==> config.mk <==
export PLATFORM = sky130hd
export DESIGN_NAME = isr_top
export DESIGN_NICKNAME = d
export VERILOG_FILES = /design/src/isr_pkg.sv /design/src/isr_route_decode.sv /design/src/isr_top.sv
export SDC_FILE = /design/constraint.sdc
export NUM_CORES = 1
export LEC_CHECK = 0
export BUFFER_PORTS_ARGS = -buffer_cell sky130_fd_sc_hd__buf_2
export CAP_MARGIN = 30
export CORE_ASPECT_RATIO = 2
export CORE_MARGIN = 1.5
export CORE_UTILIZATION = 41
export CTS_CLUSTER_DIAMETER = 80
export DETAILED_ROUTE_END_ITERATION = 10
export SETUP_SLACK_MARGIN = 0.1
export SYNTH_ARGS = -nofsm -noshare
export SYNTH_HDL_FRONTEND = slang
export SYNTH_SLANG_ARGS = --single-unit
==> constraint.sdc <==
create_clock -name clk_i -period 1.1 [get_ports clk_i]
set_clock_uncertainty 0.1 [all_clocks]
set_input_delay 0.165 -clock clk_i [delete_from_list [all_inputs] [get_ports clk_i]]
set_output_delay 0.165 -clock clk_i [all_outputs]
set_load 0.02 [all_outputs]
==> src/isr_pkg.sv <==
/*
 Package for the interrupt source routing block: register offsets,
 field positions, reset values and routing codes.
 Assumes a byte-wide register port with an 8-bit address.
*/
`default_nettype none
package isr_pkg;
   localparam int ISR_ADDR_W = 8;
   localparam int ISR_DATA_W = 8;
   localparam int ISR_ROUTE_W = 3;
   localparam int ISR_NUM_OUT = 4;
   localparam int ISR_NUM_SRC = 7;
   // Register offsets
   localparam logic [7:0] ISR_OFS_SECOND_CLOCK_FAULT = 8'h6E;
   localparam logic [7:0] ISR_OFS_CONV_DONE_CLK_LOST = 8'h6F;
   localparam logic [7:0] ISR_OFS_PROG_ONE_TWO = 8'h70;
   localparam logic [7:0] ISR_OFS_PROG_THREE_FOUR = 8'h71;
   // Field positions: high field at bits 6..4, low field at bits 2..0
   localparam int ISR_HI_LSB = 4;
   localparam int ISR_LO_LSB = 0;
   localparam int ISR_RSV_HI_BIT = 7;
   localparam int ISR_RSV_LO_BIT = 3;
   localparam logic [7:0] ISR_REG_RESET = 8'h00;
   // Routing codes
   localparam logic [2:0] ISR_ROUTE_NONE = 3'h0;
   localparam logic [2:0] ISR_ROUTE_FIRST = 3'h1;
   localparam logic [2:0] ISR_ROUTE_LAST = 3'h4;
endpackage
`default_nettype wire

==> src/isr_route_decode.sv <==
/*
 One routing field decoder: turns a 3-bit route code into a one-hot
 request vector over the interrupt outputs.
 Assumes the source input is already on the register clock.
*/
`timescale 1ns/1ps
`default_nettype none
module isr_route_decode
   import isr_pkg::*;
(
   input wire logic [ISR_ROUTE_W-1:0] route_i,
   input wire logic src_i,
   output logic [ISR_NUM_OUT-1:0] req_o
);
   // Code 0 and reserved codes 5..7 give no request
   always_comb
   begin
      req_o = '0;
      for (int k = 0; k < ISR_NUM_OUT; k++)
      begin
         if (src_i && route_i == ISR_ROUTE_FIRST + 3'(k))
         begin
            req_o[k] = 1'b1;
         end
      end
   end
endmodule
`default_nettype wire

==> src/isr_top.sv <==
/*
 Interrupt source routing matrix: four byte-wide routing registers and
 the OR-combination of routed sources onto four interrupt lines.
 Assumes a same-clock register port (one-cycle write strobe, read data
 registered) and event sources already synchronous to clk_i.
*/
`timescale 1ns/1ps
`default_nettype none
// Notes on behaviour
// - Route code 0 drops the source; codes 1 to 4 pick output one to four.
// - Second clock fault route in bits 2..0, bit 3 reserved read/write, reset zero.
// - Conversion done route sits at bits 6..4 of offset 0x6F.
// - Clock lost halt route sits at bits 2..0 of offset 0x6F.
// - Program event one route sits at bits 6..4 of offset 0x70.
// - Program event two route sits at bits 2..0 of offset 0x70.
// - Program event three route sits at bits 6..4 of offset 0x71.
// - Program event four route sits at bits 2..0 of offset 0x71.
// - Bits 7 and 3 of each routing register are read/write, reset zero.
// - All routing fields reset to zero so nothing is routed after reset.
module isr_top
   import isr_pkg::*;
(
   input wire logic clk_i,
   input wire logic sys_rst_i,
   input wire logic reg_wr_i,
   input wire logic reg_rd_i,
   input wire logic [ISR_ADDR_W-1:0] reg_addr_i,
   input wire logic [ISR_DATA_W-1:0] reg_wdata_i,
   output logic [ISR_DATA_W-1:0] reg_rdata_o,
   output logic reg_rvalid_o,
   input wire logic second_clock_fault_i,
   input wire logic conversion_done_i,
   input wire logic clock_lost_halt_i,
   input wire logic program_event_one_i,
   input wire logic program_event_two_i,
   input wire logic program_event_three_i,
   input wire logic program_event_four_i,
   output logic irq_out_one_o,
   output logic irq_out_two_o,
   output logic irq_out_three_o,
   output logic irq_out_four_o
);
   logic [ISR_DATA_W-1:0] second_clock_fault_reg;
   logic [ISR_DATA_W-1:0] conv_clk_reg;
   logic [ISR_DATA_W-1:0] prog_one_two_reg;
   logic [ISR_DATA_W-1:0] prog_three_four_reg;
   logic [ISR_ROUTE_W-1:0] route_sel [ISR_NUM_SRC];
   logic [ISR_NUM_SRC-1:0] src_vec;
   logic [ISR_NUM_OUT-1:0] req_vec [ISR_NUM_SRC];
   logic [ISR_NUM_OUT-1:0] irq_next;
   logic [ISR_NUM_OUT-1:0] irq_reg;
   logic [ISR_DATA_W-1:0] rdata_next;

   // Whole byte is stored, reserved bits included, so they read back
   always_ff @(posedge clk_i)
   begin
      if (sys_rst_i)
      begin
         second_clock_fault_reg <= ISR_REG_RESET;
         conv_clk_reg <= ISR_REG_RESET;
         prog_one_two_reg <= ISR_REG_RESET;
         prog_three_four_reg <= ISR_REG_RESET;
      end
      else if (reg_wr_i)
      begin
         if (reg_addr_i == ISR_OFS_SECOND_CLOCK_FAULT)
            second_clock_fault_reg <= reg_wdata_i;
         if (reg_addr_i == ISR_OFS_CONV_DONE_CLK_LOST)
            conv_clk_reg <= reg_wdata_i;
         if (reg_addr_i == ISR_OFS_PROG_ONE_TWO)
            prog_one_two_reg <= reg_wdata_i;
         if (reg_addr_i == ISR_OFS_PROG_THREE_FOUR)
            prog_three_four_reg <= reg_wdata_i;
      end
   end

   // Read mux; unmapped offsets read as zero
   always_comb
   begin
      case (reg_addr_i)
         ISR_OFS_SECOND_CLOCK_FAULT: rdata_next = second_clock_fault_reg;
         ISR_OFS_CONV_DONE_CLK_LOST: rdata_next = conv_clk_reg;
         ISR_OFS_PROG_ONE_TWO: rdata_next = prog_one_two_reg;
         ISR_OFS_PROG_THREE_FOUR: rdata_next = prog_three_four_reg;
         default: rdata_next = '0;
      endcase
   end

   // Read data registered so the output comes straight from a flop
   always_ff @(posedge clk_i)
   begin
      if (sys_rst_i)
      begin
         reg_rdata_o <= '0;
         reg_rvalid_o <= 1'b0;
      end
      else
      begin
         reg_rvalid_o <= reg_rd_i;
         if (reg_rd_i)
            reg_rdata_o <= rdata_next;
      end
   end

   // Field extraction per source
   assign route_sel[0] = second_clock_fault_reg[ISR_LO_LSB +: ISR_ROUTE_W];
   assign route_sel[1] = conv_clk_reg[ISR_HI_LSB +: ISR_ROUTE_W];
   assign route_sel[2] = conv_clk_reg[ISR_LO_LSB +: ISR_ROUTE_W];
   assign route_sel[3] = prog_one_two_reg[ISR_HI_LSB +: ISR_ROUTE_W];
   assign route_sel[4] = prog_one_two_reg[ISR_LO_LSB +: ISR_ROUTE_W];
   assign route_sel[5] = prog_three_four_reg[ISR_HI_LSB +: ISR_ROUTE_W];
   assign route_sel[6] = prog_three_four_reg[ISR_LO_LSB +: ISR_ROUTE_W];
   assign src_vec = {program_event_four_i, program_event_three_i, program_event_two_i,
                     program_event_one_i, clock_lost_halt_i, conversion_done_i,
                     second_clock_fault_i};

   // One decoder per source
   generate
      for (genvar s = 0; s < ISR_NUM_SRC; s++)
      begin : g_src
         isr_route_decode u_dec (
            .route_i(route_sel[s]),
            .src_i(src_vec[s]),
            .req_o(req_vec[s])
         );
      end
   endgenerate

   // OR of all routed requests; reserved codes fall out as no request
   always_comb
   begin
      irq_next = '0;
      for (int s = 0; s < ISR_NUM_SRC; s++)
      begin
         irq_next = irq_next | req_vec[s];
      end
   end

   // Registered outputs cost one cycle of latency but keep pins glitch free
   always_ff @(posedge clk_i)
   begin
      if (sys_rst_i)
         irq_reg <= '0;
      else
         irq_reg <= irq_next;
   end

   assign irq_out_one_o = irq_reg[0];
   assign irq_out_two_o = irq_reg[1];
   assign irq_out_three_o = irq_reg[2];
   assign irq_out_four_o = irq_reg[3];

   property p_code_zero_quiet;
      @(posedge clk_i) disable iff (sys_rst_i)
      (route_sel[1] == ISR_ROUTE_NONE && route_sel[0] == ISR_ROUTE_NONE && src_vec[6:2] == '0)
      |=> irq_reg == '0;
   endproperty
   a_code_zero_quiet: assert property (p_code_zero_quiet) else $error("unrouted sources drove an output");

   // Host keeps to codes 0 to 4; a stored reserved code would route nowhere and hide its event
   property p_reserved_code;
      @(posedge clk_i) disable iff (sys_rst_i)
      route_sel[0] <= ISR_ROUTE_LAST && route_sel[1] <= ISR_ROUTE_LAST && route_sel[2] <= ISR_ROUTE_LAST
         && route_sel[3] <= ISR_ROUTE_LAST && route_sel[4] <= ISR_ROUTE_LAST
         && route_sel[5] <= ISR_ROUTE_LAST && route_sel[6] <= ISR_ROUTE_LAST;
   endproperty
   a_reserved_code: assert property (p_reserved_code) else $error("reserved route code stored");

   property p_scf_route;
      @(posedge clk_i) disable iff (sys_rst_i)
      (second_clock_fault_i && second_clock_fault_reg[2:0] == 3'h2) |=> irq_out_two_o;
   endproperty
   a_scf_route: assert property (p_scf_route) else $error("second clock fault not routed to output two");

   property p_conv_route;
      @(posedge clk_i) disable iff (sys_rst_i)
      (conversion_done_i && conv_clk_reg[6:4] == 3'h3) |=> irq_out_three_o;
   endproperty
   a_conv_route: assert property (p_conv_route) else $error("conversion done not routed to output three");

   property p_lost_route;
      @(posedge clk_i) disable iff (sys_rst_i)
      (clock_lost_halt_i && conv_clk_reg[2:0] == 3'h4) |=> irq_out_four_o;
   endproperty
   a_lost_route: assert property (p_lost_route) else $error("clock lost not routed to output four");

   property p_prog_route;
      @(posedge clk_i) disable iff (sys_rst_i)
      (program_event_one_i && prog_one_two_reg[6:4] == 3'h1) |=> irq_out_one_o;
   endproperty
   a_prog_route: assert property (p_prog_route) else $error("program event one not routed to output one");

   property p_prog_two_route;
      @(posedge clk_i) disable iff (sys_rst_i)
      (program_event_two_i && prog_one_two_reg[2:0] == 3'h2) |=> irq_out_two_o;
   endproperty
   a_prog_two_route: assert property (p_prog_two_route) else $error("event two missed output two");

   property p_prog_three_route;
      @(posedge clk_i) disable iff (sys_rst_i)
      (program_event_three_i && prog_three_four_reg[6:4] == 3'h3) |=> irq_out_three_o;
   endproperty
   a_prog_three_route: assert property (p_prog_three_route) else $error("event three missed line three");

   property p_readback;
      @(posedge clk_i) disable iff (sys_rst_i)
      (reg_wr_i && reg_addr_i == ISR_OFS_PROG_THREE_FOUR) ##1 !reg_wr_i
         ##1 (reg_rd_i && !reg_wr_i && reg_addr_i == ISR_OFS_PROG_THREE_FOUR)
      |=> reg_rvalid_o && reg_rdata_o == $past(reg_wdata_i, 3);
   endproperty
   a_readback: assert property (p_readback) else $error("routing register did not read back its write");

   property p_reset_clear;
      @(posedge clk_i) sys_rst_i |=> (irq_reg == '0 && conv_clk_reg == ISR_REG_RESET && reg_rvalid_o == 1'b0);
   endproperty
   a_reset_clear: assert property (p_reset_clear) else $error("state not cleared by reset");

   property p_or_combine;
      @(posedge clk_i) disable iff (sys_rst_i)
      (program_event_four_i && prog_three_four_reg[2:0] == 3'h1 && !program_event_one_i) |=> irq_out_one_o;
   endproperty
   a_or_combine: assert property (p_or_combine) else $error("shared output missed a routed source");
endmodule
`default_nettype wire

==> results.sh, run 1 <==
export IMPL_cp_num_cells=3
export IMPL_violations="negative setup slack"
export IMPL_n_antenna_cell=0
export IMPL_critPathRequiredTime_ns=1.19
export IMPL_path_delay_family="compound AO/OA/AOI/OAI gates"
export IMPL_antenna_found_initial=0
export IMPL_drv_slew=0
export IMPL_worstSetupStartpointType="register"
export IMPL_setup_viol=4
export IMPL_num_io_pins=40
export IMPL_clk_path_buf_depth=2
export IMPL_synth_nets=240
export IMPL_htreeDepth=2
export IMPL_arrival_ns=1.23
export IMPL_routed_via_density=5.60
export IMPL_leakagePower_nw=1.41
export IMPL_rows=37
export IMPL_grt_busiest_layer="met2"
export IMPL_synthXorXnorAreaFrac=0
export IMPL_synth_cell_types=28
export IMPL_syn_area_mm2=0.00224
export IMPL_whs_ns=0.0993
export IMPL_wl_per_cell_um=18.7
export IMPL_ys_ff_latch=45
export IMPL_fin_nets=315
export IMPL_grt_pass1_vias=2012
export IMPL_critical_path_buf_inv_count=0
export IMPL_dr_pass1_iters=4
export IMPL_dp_hpwl_mm=4.61
export IMPL_yosys_warnings=0
export IMPL_grt_usage=0.223
export IMPL_synth_seq_area_share=0.403
export IMPL_rsz0062_at_grt="true"
export IMPL_fin_crit_ns=1.15
export IMPL_cts_tree="built"
export IMPL_core_area_mm2=0.00518
export IMPL_ir_drop_mv=1.25
export IMPL_cts_sinks=45
export IMPL_synth_simple_gate_area_frac=0.286
export IMPL_drv_cap=0
export IMPL_max_stage_delay_ns=0.35
export IMPL_grt_pass1_wl_mm=10.1
export IMPL_synth_compound_area_frac=0.0672
export IMPL_grt_max_degree=28
export IMPL_clkTransAtPathRegs_ns=0.09
export IMPL_wl_mm=6.50
export IMPL_worst_r2r_path_depth=3
export IMPL_slowest_stage="dfxtp_2"
export IMPL_finalPower_w=0.00336
export IMPL_dieArea_mm2=0.00593
export IMPL_crit_path_start="prog_three_four_reg[2]"
export IMPL_tightest_slew_ns=0.489
export IMPL_port_buffers=39
export IMPL_min_from="reg_wdata_i[3]"
export IMPL_clk_latency_ns=0.30
export IMPL_preCtsSetupSlack_ns=-0.254
export IMPL_min_path_cells=3
export IMPL_syn_avg_cell_area_um2=10.5
export IMPL_final_core_util=0.643
export IMPL_fp_dieW_um=55.2
export IMPL_ant_nets=0
export IMPL_holdCritPathClass="in -> reg"
export IMPL_use_met3=0.0373
export IMPL_endpoint_kind="register"
export IMPL_max_freq_mhz=872
export IMPL_grtUsageMet2=0.418
export IMPL_synthMuxAreaShare=0.215
export IMPL_final_setup_worst_slack_ns=-0.0464
export IMPL_rr_startpoint="prog_three_four_reg[2]"
export IMPL_synth_top_family_by_area="simple AND/OR/NAND/NOR gates"
export IMPL_drt_drc_violations_left=0
export IMPL_final_common_cell="mux2i_1"
export IMPL_area_delta_synth_final_pct=49.1
export IMPL_slew_headroom=0.674
export IMPL_synthCells=213
export IMPL_numCtsBuffers=5
export IMPL_post_route_period_util=1.04
export IMPL_crit_chain="nor4bb_2 > a311oi_2 > a31oi_1"
export IMPL_gp_congestion=0.819
export IMPL_start_util=0.431
export IMPL_cp_max_fo=5
export IMPL_outcome="finished, violations left"
export IMPL_dieHeight_um=107
export IMPL_drive_above_1_share=0.516
export IMPL_via_count=1943
export IMPL_synth_fa_ha_area_frac=0
export IMPL_root_buffer="clkbuf_8"
export IMPL_hold_viol=0
export IMPL_crit_type="reg -> reg"
export IMPL_layout_common_cells="mux2i_1, nand2b_1, buf_6, buf_2"
export IMPL_p_per_area_mw_per_mm2=1010
export IMPL_gr_total_overflow=0
export IMPL_drtIter0Drc=42
export IMPL_use_met1=0.229
through the flow:
stage / TNS, ns / area [um2] / std cells
after floorplan: -0.744 / 2260 / 213
after global placement: -8.12 / 2770 / 336
after detailed placement: -8.51 / 2770 / 336
after CTS: -0.170 / 3140 / 347
after global routing: -0.288 / 3330 / 347
final: -0.143 / 3330 / 347
cell usage after synthesis:
cell type	instances	share of area
inv_1	2	0.0034
clkbuf_1	5	0.0084
mux2i_1	48	0.21
buf_6	1	0.0050
and3_1	1	0.0028
buf_4	3	0.010
nor4b_4	1	0.011
nand3_1	2	0.0045
dfxtp_1	45	0.40
a31oi_1	5	0.014
nand4b_1	5	0.020
nor4bb_1	15	0.067
nand2b_1	40	0.11
o221ai_1	8	0.031
nand2_1	8	0.013
clkbuf_2	1	0.0022
and4b_2	1	0.0050
a41oi_1	2	0.0078
a311oi_1	3	0.012
and3b_1	1	0.0039
a21oi_1	1	0.0022
and4b_1	2	0.0090
nor4_1	1	0.0028
nand3_2	2	0.0090
nand3b_1	2	0.0067
nor2_1	5	0.0084
nor2b_1	2	0.0056
and4bb_2	1	0.0056
kinds of logic (layout without fill, tap and decap cells):
kind of cell	count (synthesis)	count (layout)
simple gates	89	89
mux	48	48
flops	45	45
compound gates	19	19
buf+inv	12	88
final cells by class:
| class | instances | area [um2] |
|---|---|---|
| Fill cell | 425 | 1850 |
| Multi-Input combinational cell | 156 | 1470 |
| Sequential cell | 45 | 962 |
| Timing Repair Buffer | 78 | 689 |
| Tap cell | 58 | 72.6 |
| Clock buffer | 5 | 68.8 |
| Clock inverter | 3 | 65.1 |
| Inverter | 2 | 7.51 |
worst min-delay path, stage by stage:
cell and delay (ns):
buf_2 0.07, nand2b_1 0.10, mux2i_1 0.13
final timing paths:
| kind | end | slack, ns |
|---|---|---|
| max | irq_reg[3] | -0.05 |
| min | conv_clk_reg[3] | 0.1 |
| max reg2reg | irq_reg[3] | -0.05 |
| min reg2reg | reg_rdata_o[4] | 0.38 |
layer usage:
layer,wire [um],vias up
met1,2500,933
met3,175,19
met5,0,-
met2,3550,47
met4,279,0
li1,-,944
power by group:
part	total [W]	internal, W	switching (W)
logic	0.000258	0.000137	0.000121
registers	0.00161	0.00161	0.00000280
clock network	0.00149	0.000903	0.000592
total	0.00336	0.00265	0.000716
what timing repair did:
| item | CTS | global route |
|---|---|---|
| resized for setup | 69 | 45 |
| endpoints found under the setup margin | 32 | 48 |
| endpoints found under the hold margin | 1 | 0 |
| setup buffers | 2 | 0 |
| pin swaps | 11 | 12 |
| hold buffers | 1 | 0 |
Power figures use the tool's default switching activity.
==> run 2: changes to the inputs <==
--- a/config.mk
+++ b/config.mk
@@ -12,6 +12,7 @@
 export CORE_UTILIZATION = 41
 export CTS_CLUSTER_DIAMETER = 80
 export DETAILED_ROUTE_END_ITERATION = 10
+export REMOVE_ABC_BUFFERS = 1
 export SETUP_SLACK_MARGIN = 0.1
 export SYNTH_ARGS = -nofsm -noshare
 export SYNTH_HDL_FRONTEND = slang
==> run 2 against run 1 <==
  * The flow still finishes with violations (negative setup slack)
  * Critical endpoint is now irq_reg[0]
  * First-iteration DRC count fell by 33%
  * Largest cell class unchanged
  * Critical path depth unchanged
  * Total power is 10% lower
==> results.sh, run 2 (synthesis results as in run 1) <==
export IMPL_power_sequential_fraction=0.534
export IMPL_cp_max_fo=4
export IMPL_slew_headroom=0.717
export IMPL_final_common_cell="mux2i_1"
export IMPL_n_antenna_cell=0
export IMPL_outcome="finished, violations left"
export IMPL_critPathRequiredTime_ns=1.18
export IMPL_fp_dieW_um=55.2
export IMPL_gp_congestion=0.814
export IMPL_r2r_setup_slack_ns=-0.04
export IMPL_routed_via_density=5.52
export IMPL_dieHeight_um=107
export IMPL_final_setup_worst_slack_ns=-0.0396
export IMPL_area_delta_synth_final_pct=51.0
export IMPL_port_buffers=39
export IMPL_grt_max_degree=32
export IMPL_post_route_period_util=1.04
export IMPL_ir_drop_mv=1.02
export IMPL_numCtsBuffers=5
export IMPL_gr_total_overflow=0
export IMPL_clk_path_buf_depth=2
export IMPL_violations="negative setup slack"
export IMPL_ant_nets=0
export IMPL_wl_per_cell_um=18.0
export IMPL_p_per_area_mw_per_mm2=893
export IMPL_dp_hpwl_mm=4.52
export IMPL_r2r_end="irq_reg[0]"
export IMPL_leakagePower_nw=1.39
export IMPL_dr_pass1_iters=4
export IMPL_fin_nets=315
export IMPL_drt_drc_violations_left=0
export IMPL_min_path_cells=2
export IMPL_power_frac_comb=0.088
export IMPL_min_from="reg_rd_i"
export IMPL_tightest_slew_ns=0.424
export IMPL_final_core_util=0.651
export IMPL_pwr_share_clk=0.379
export IMPL_worst_r2r_path_depth=3
export IMPL_cts_tree="built"
export IMPL_dieArea_mm2=0.00593
export IMPL_p_switching_w=0.000694
export IMPL_hold_buffers=0
export IMPL_num_io_pins=40
export IMPL_clk_latency_ns=0.30
export IMPL_layout_common_cells="mux2i_1, nand2b_1, buf_4, buf_2"
export IMPL_endpoint_kind="register"
export IMPL_drtIter0Drc=28
export IMPL_preCtsSetupSlack_ns=-0.328
export IMPL_max_freq_mhz=878
export IMPL_fillCellCount=430
export IMPL_worstSetupStartpointType="register"
export IMPL_via_count=1917
export IMPL_grt_usage=0.214
export IMPL_grt_pass1_vias=2059
export IMPL_core_area_mm2=0.00518
export IMPL_htreeDepth=2
export IMPL_drive_above_1_share=0.554
export IMPL_rows=37
export IMPL_drv_slew=0
export IMPL_rr_startpoint="prog_three_four_reg[4]"
export IMPL_clkTransAtPathRegs_ns=0.09
export IMPL_hold_viol=0
export IMPL_drv_cap=0
export IMPL_start_util=0.431
export IMPL_switching_share=0.230
export IMPL_wl_mm=6.25
export IMPL_setup_viol=4
export IMPL_grt_pass1_wl_mm=9.78
export IMPL_rsz0062_at_grt="true"
export IMPL_cts_sinks=45
export IMPL_p_int_w=0.00232
export IMPL_holdCritPathClass="in -> reg"
export IMPL_fin_crit_ns=1.14
export IMPL_root_buffer="clkbuf_8"
export IMPL_arrival_ns=1.22
export IMPL_crit_type="reg -> reg"
export IMPL_holdPathEnd="reg_rvalid_o"
export IMPL_antenna_found_initial=0
run 2: final cells by class:
type	count	area, um2	area share
inverters	2	7.51	0.00222
clock buffers	7	96.3	0.0285
well taps	58	72.6	0.0215
flip-flops and latches	45	966	0.286
multi-input cells	156	1570	0.465
clock inverters	1	5.00	0.00148
repair buffers	78	658	0.195
run 2: critical path, stage by stage, from the launching register on:
cell and delay (ns):
dfxtp_4 0.38, nor4bb_4 0.16, a311oi_2 0.29, a31oi_1 0.11
run 2: per-layer routing:
layer / vias to the layer above / routed length (um) / GRT usage
li1: 945 / - / -
met1: 922 / 2470 / 0.223
met2: 37 / 3440 / 0.407
met3: 13 / 143 / 0.0288
met4: 0 / 199 / 0.103
met5: - / 0 / 0
run 2: worst max path at each step:
stage | depth (start not counted) | slack (ns) | endpoint | start
floorplan | 3 | -0.15 | prog_one_two_reg[0] | reg_addr_i[1]
global placement | 5 | -0.32 | reg_rdata_o[7] | sys_rst_i
detailed placement | 5 | -0.33 | reg_rdata_o[7] | sys_rst_i
CTS | 3 | -0.03 | irq_reg[1] | prog_three_four_reg[6]
global route | 3 | -0.07 | irq_reg[1] | second_clock_fault_reg[1]
finish | 3 | -0.04 | irq_reg[0] | prog_three_four_reg[4]
run 2: per-stage QoR:
step	total power [W]	TNS [ns]	hold WS, ns	cells	area, um2
global route	0.00313	-0.225	0.0446	347	3380
finish	0.00302	-0.0851	0.0403	347	3380
detailed placement	0.00190	-9.15	0.340	338	2760
floorplan	0.00176	-2.01	0.134	203	2180
global placement	0.00190	-8.50	0.342	338	2760
CTS	0.00304	-0.0693	0.0375	346	3190
run 2: power by group through the flow:
stage | Combinational, W | Sequential (W) | Clock (W)
after floorplan | 0.0000811 | 0.00167 | 0
after global placement | 0.000225 | 0.00167 | 0
after detailed placement | 0.000226 | 0.00167 | 0
after CTS | 0.000247 | 0.00162 | 0.00117
after global routing | 0.000284 | 0.00161 | 0.00123
final | 0.000264 | 0.00161 | 0.00114
run 2: timing repair:
item	4_1_cts	5_1_grt
setup endpoints to repair	36	45
setup buffers	0	1
gates resized for setup	94	38
pin swaps	15	14
cloned	0	0
endpoints found under the hold margin	0	0
==> run 3: changes to the inputs <==
--- a/config.mk
+++ b/config.mk
@@ -6,12 +6,12 @@
 export NUM_CORES = 1
 export LEC_CHECK = 0
 export BUFFER_PORTS_ARGS = -buffer_cell sky130_fd_sc_hd__buf_2
-export CAP_MARGIN = 30
 export CORE_ASPECT_RATIO = 2
 export CORE_MARGIN = 1.5
 export CORE_UTILIZATION = 41
 export CTS_CLUSTER_DIAMETER = 80
 export DETAILED_ROUTE_END_ITERATION = 10
+export MAX_ROUTING_LAYER = met4
 export REMOVE_ABC_BUFFERS = 1
 export SETUP_SLACK_MARGIN = 0.1
 export SYNTH_ARGS = -nofsm -noshare
==> constraint.sdc (replaced) <==
create_clock -name clk_i -period 1 [get_ports clk_i]
set_clock_uncertainty 0.1 [all_clocks]
set_input_delay 0.15 -clock clk_i [delete_from_list [all_inputs] [get_ports clk_i]]
set_output_delay 0.15 -clock clk_i [all_outputs]
set_load 0.02 [all_outputs]
==> run 3 against run 2 <==
  * The run still ends with negative setup slack left
  * Total power is 15% higher
  * Critical path depth stayed put
  * Hold slack worse by 0.032 ns
  * First-iteration DRC count is 57% higher
  * Flip-flop and latch count stayed put
  * Core utilization is 2.1 points higher
  * Register-to-register slack worse by 0.16 ns
  * Clock power is 25% higher
  * Global-route usage is 0.66 points higher
  * Via count is 2.0% higher
  * Final area is 3.2% higher
  * Largest cell class unchanged
  * Highest routed layer unchanged
==> results.sh, run 3 (synthesis results as in run 1) <==
export IMPL_drv_cap=0
export IMPL_crit_type="reg -> reg"
export IMPL_routed_via_density=5.52
export IMPL_r2r_end="irq_reg[0]"
export IMPL_endpoint_kind="register"
export IMPL_crit_chain="nor4bb_4 > a311oi_2 > a31oi_1"
export IMPL_grt_max_degree=33
export IMPL_gr_total_overflow=0
export IMPL_gp_congestion=0.835
export IMPL_dieArea_mm2=0.00593
export IMPL_start_util=0.431
export IMPL_holdCritPathClass="in -> reg"
export IMPL_cts_tree="built"
export IMPL_n_antenna_cell=0
export IMPL_worstSetupStartpointType="register"
export IMPL_place_inst=343
export IMPL_rr_startpoint="prog_three_four_reg[4]"
export IMPL_crit_path_start="prog_three_four_reg[4]"
export IMPL_fin_crit_ns=1.20
export IMPL_r2r_setup_slack_ns=-0.20
export IMPL_grt_usage=0.220
export IMPL_dp_hpwl_mm=4.54
export IMPL_slowest_stage="dfxtp_4"
export IMPL_fillCellCount=413
export IMPL_post_route_period_util=1.20
export IMPL_numCtsBuffers=5
export IMPL_whs_ns=0.00857
export IMPL_clk_path_buf_depth=2
export IMPL_drive_above_1_share=0.547
export IMPL_crit_end="irq_reg[0]"
export IMPL_hold_viol=0
export IMPL_critPathRequiredTime_ns=1.08
export IMPL_port_buffers=39
export IMPL_fin_nets=322
export IMPL_slew_headroom=0.733
export IMPL_worst_r2r_path_depth=3
export IMPL_cts_sinks=45
export IMPL_ant_nets=0
export IMPL_htreeDepth=2
export IMPL_ir_drop_mv=1.22
export IMPL_antenna_found_initial=0
export IMPL_hold_buffers=0
export IMPL_root_buffer="clkbuf_8"
export IMPL_grt_pass1_vias=2027
export IMPL_fin_setup_tns_ns=-0.817
export IMPL_drt_drc_violations_left=0
export IMPL_drtIter0Drc=44
export IMPL_wl_per_cell_um=17.6
export IMPL_clk_latency_ns=0.31
export IMPL_final_common_cell="mux2i_1"
export IMPL_max_freq_mhz=834
export IMPL_leakagePower_nw=1.44
export IMPL_p_per_area_mw_per_mm2=999
export IMPL_setup_viol=22
export IMPL_rsz0062_at_grt="true"
export IMPL_wl_mm=6.23
export IMPL_dr_pass1_iters=4
export IMPL_num_io_pins=40
export IMPL_dieHeight_um=107
export IMPL_fin_cells=354
export IMPL_max_stage_delay_ns=0.38
export IMPL_tightest_slew_ns=0.400
export IMPL_fp_dieW_um=55.2
export IMPL_placed_cell_area_mm2=0.00279
export IMPL_via_count=1955
export IMPL_core_area_mm2=0.00518
export IMPL_violations="negative setup slack"
export IMPL_cp_max_fo=4
export IMPL_layout_common_cells="mux2i_1, nand2b_1, buf_6, buf_4, buf_2"
export IMPL_design_area_mm2=0.00348
export IMPL_final_setup_worst_slack_ns=-0.199
export IMPL_outcome="finished, violations left"
export IMPL_rows=37
export IMPL_clkTransAtPathRegs_ns=0.09
export IMPL_area_delta_synth_final_pct=55.7
export IMPL_grt_pass1_wl_mm=9.79
export IMPL_arrival_ns=1.28
export IMPL_drv_slew=0
-- run 3: cell types whose count changed in the layout (fill, tap and decap cells not counted), moves of 2 or more --
cell | before | now
buf_6 | 22 | 35
dfxtp_4 | 10 | 14
o221ai_1 | 0 | 3
dfxtp_2 | 22 | 18
mux2i_2 | 3 | 1
buf_4 | 28 | 25
clkbuf_8 | 7 | 5
buf_8 | 3 | 1
o221ai_2 | 8 | 5
-- run 3: what timing repair did --
action                                  in CTS  in global routing
setup buffers                                2                  1
hold endpoints to repair                     0                  0
endpoints found under the setup margin      53                 55
resized for setup                           96                 47
pin swaps                                   20                 11
-- run 3: worst min path at each step --
stage                    from           end  slack, ns  depth (start not counted)
floorplan           sys_rst_i    irq_reg[1]       0.12                          1
global placement     reg_rd_i  reg_rvalid_o       0.33                          2
detailed placement   reg_rd_i  reg_rvalid_o       0.32                          2
CTS                  reg_rd_i  reg_rvalid_o       0.01                          2
global route         reg_rd_i  reg_rvalid_o       0.01                          2
finish               reg_rd_i  reg_rvalid_o      0.009                          2
-- run 3: layout make-up --
cell class	instances	area, um2	area share
Multi-Input combinational cell	156	1570	0.450
Clock buffer	6	72.6	0.0208
Clock inverter	2	38.8	0.0111
Tap cell	58	72.6	0.0208
Inverter	2	7.51	0.00216
Timing Repair Buffer	85	747	0.215
Sequential cell	45	976	0.280
-- run 3: report_power, final --
group	switching, W	internal [W]	total, W
Sequential	0.00000326	0.00176	0.00176
Combinational	0.000129	0.000165	0.000294
Clock	0.000675	0.000751	0.00143
-- run 3: metrics by stage --
step	utilization	setup WS (ns)	power (W)
2_1_floorplan	-	-0.238	0.00193
3_3_place_gp	0.539	-0.372	0.00209
3_5_place_dp	0.539	-0.381	0.00209
4_1_cts	0.629	-0.141	0.00350
5_1_grt	0.672	-0.229	0.00361
6_report	0.672	-0.199	0.00348
-- run 3: routing by layer --
metal  GRT usage  up-vias  part of all wire
met5           -        -                 0
met4      0.0941        0             0.025
met3      0.0276       11             0.022
met2       0.409       34              0.57
met1       0.228      945              0.38
li1            -      965                 -
-- run 3: worst max-delay path, delay by kind of cell (launching register included) --
kind / cells / cell delay, ns
AOI/OAI and AO/OA: 2 / 0.44
and+or+nand+nor: 1 / 0.16
DFF: 1 / 0.38
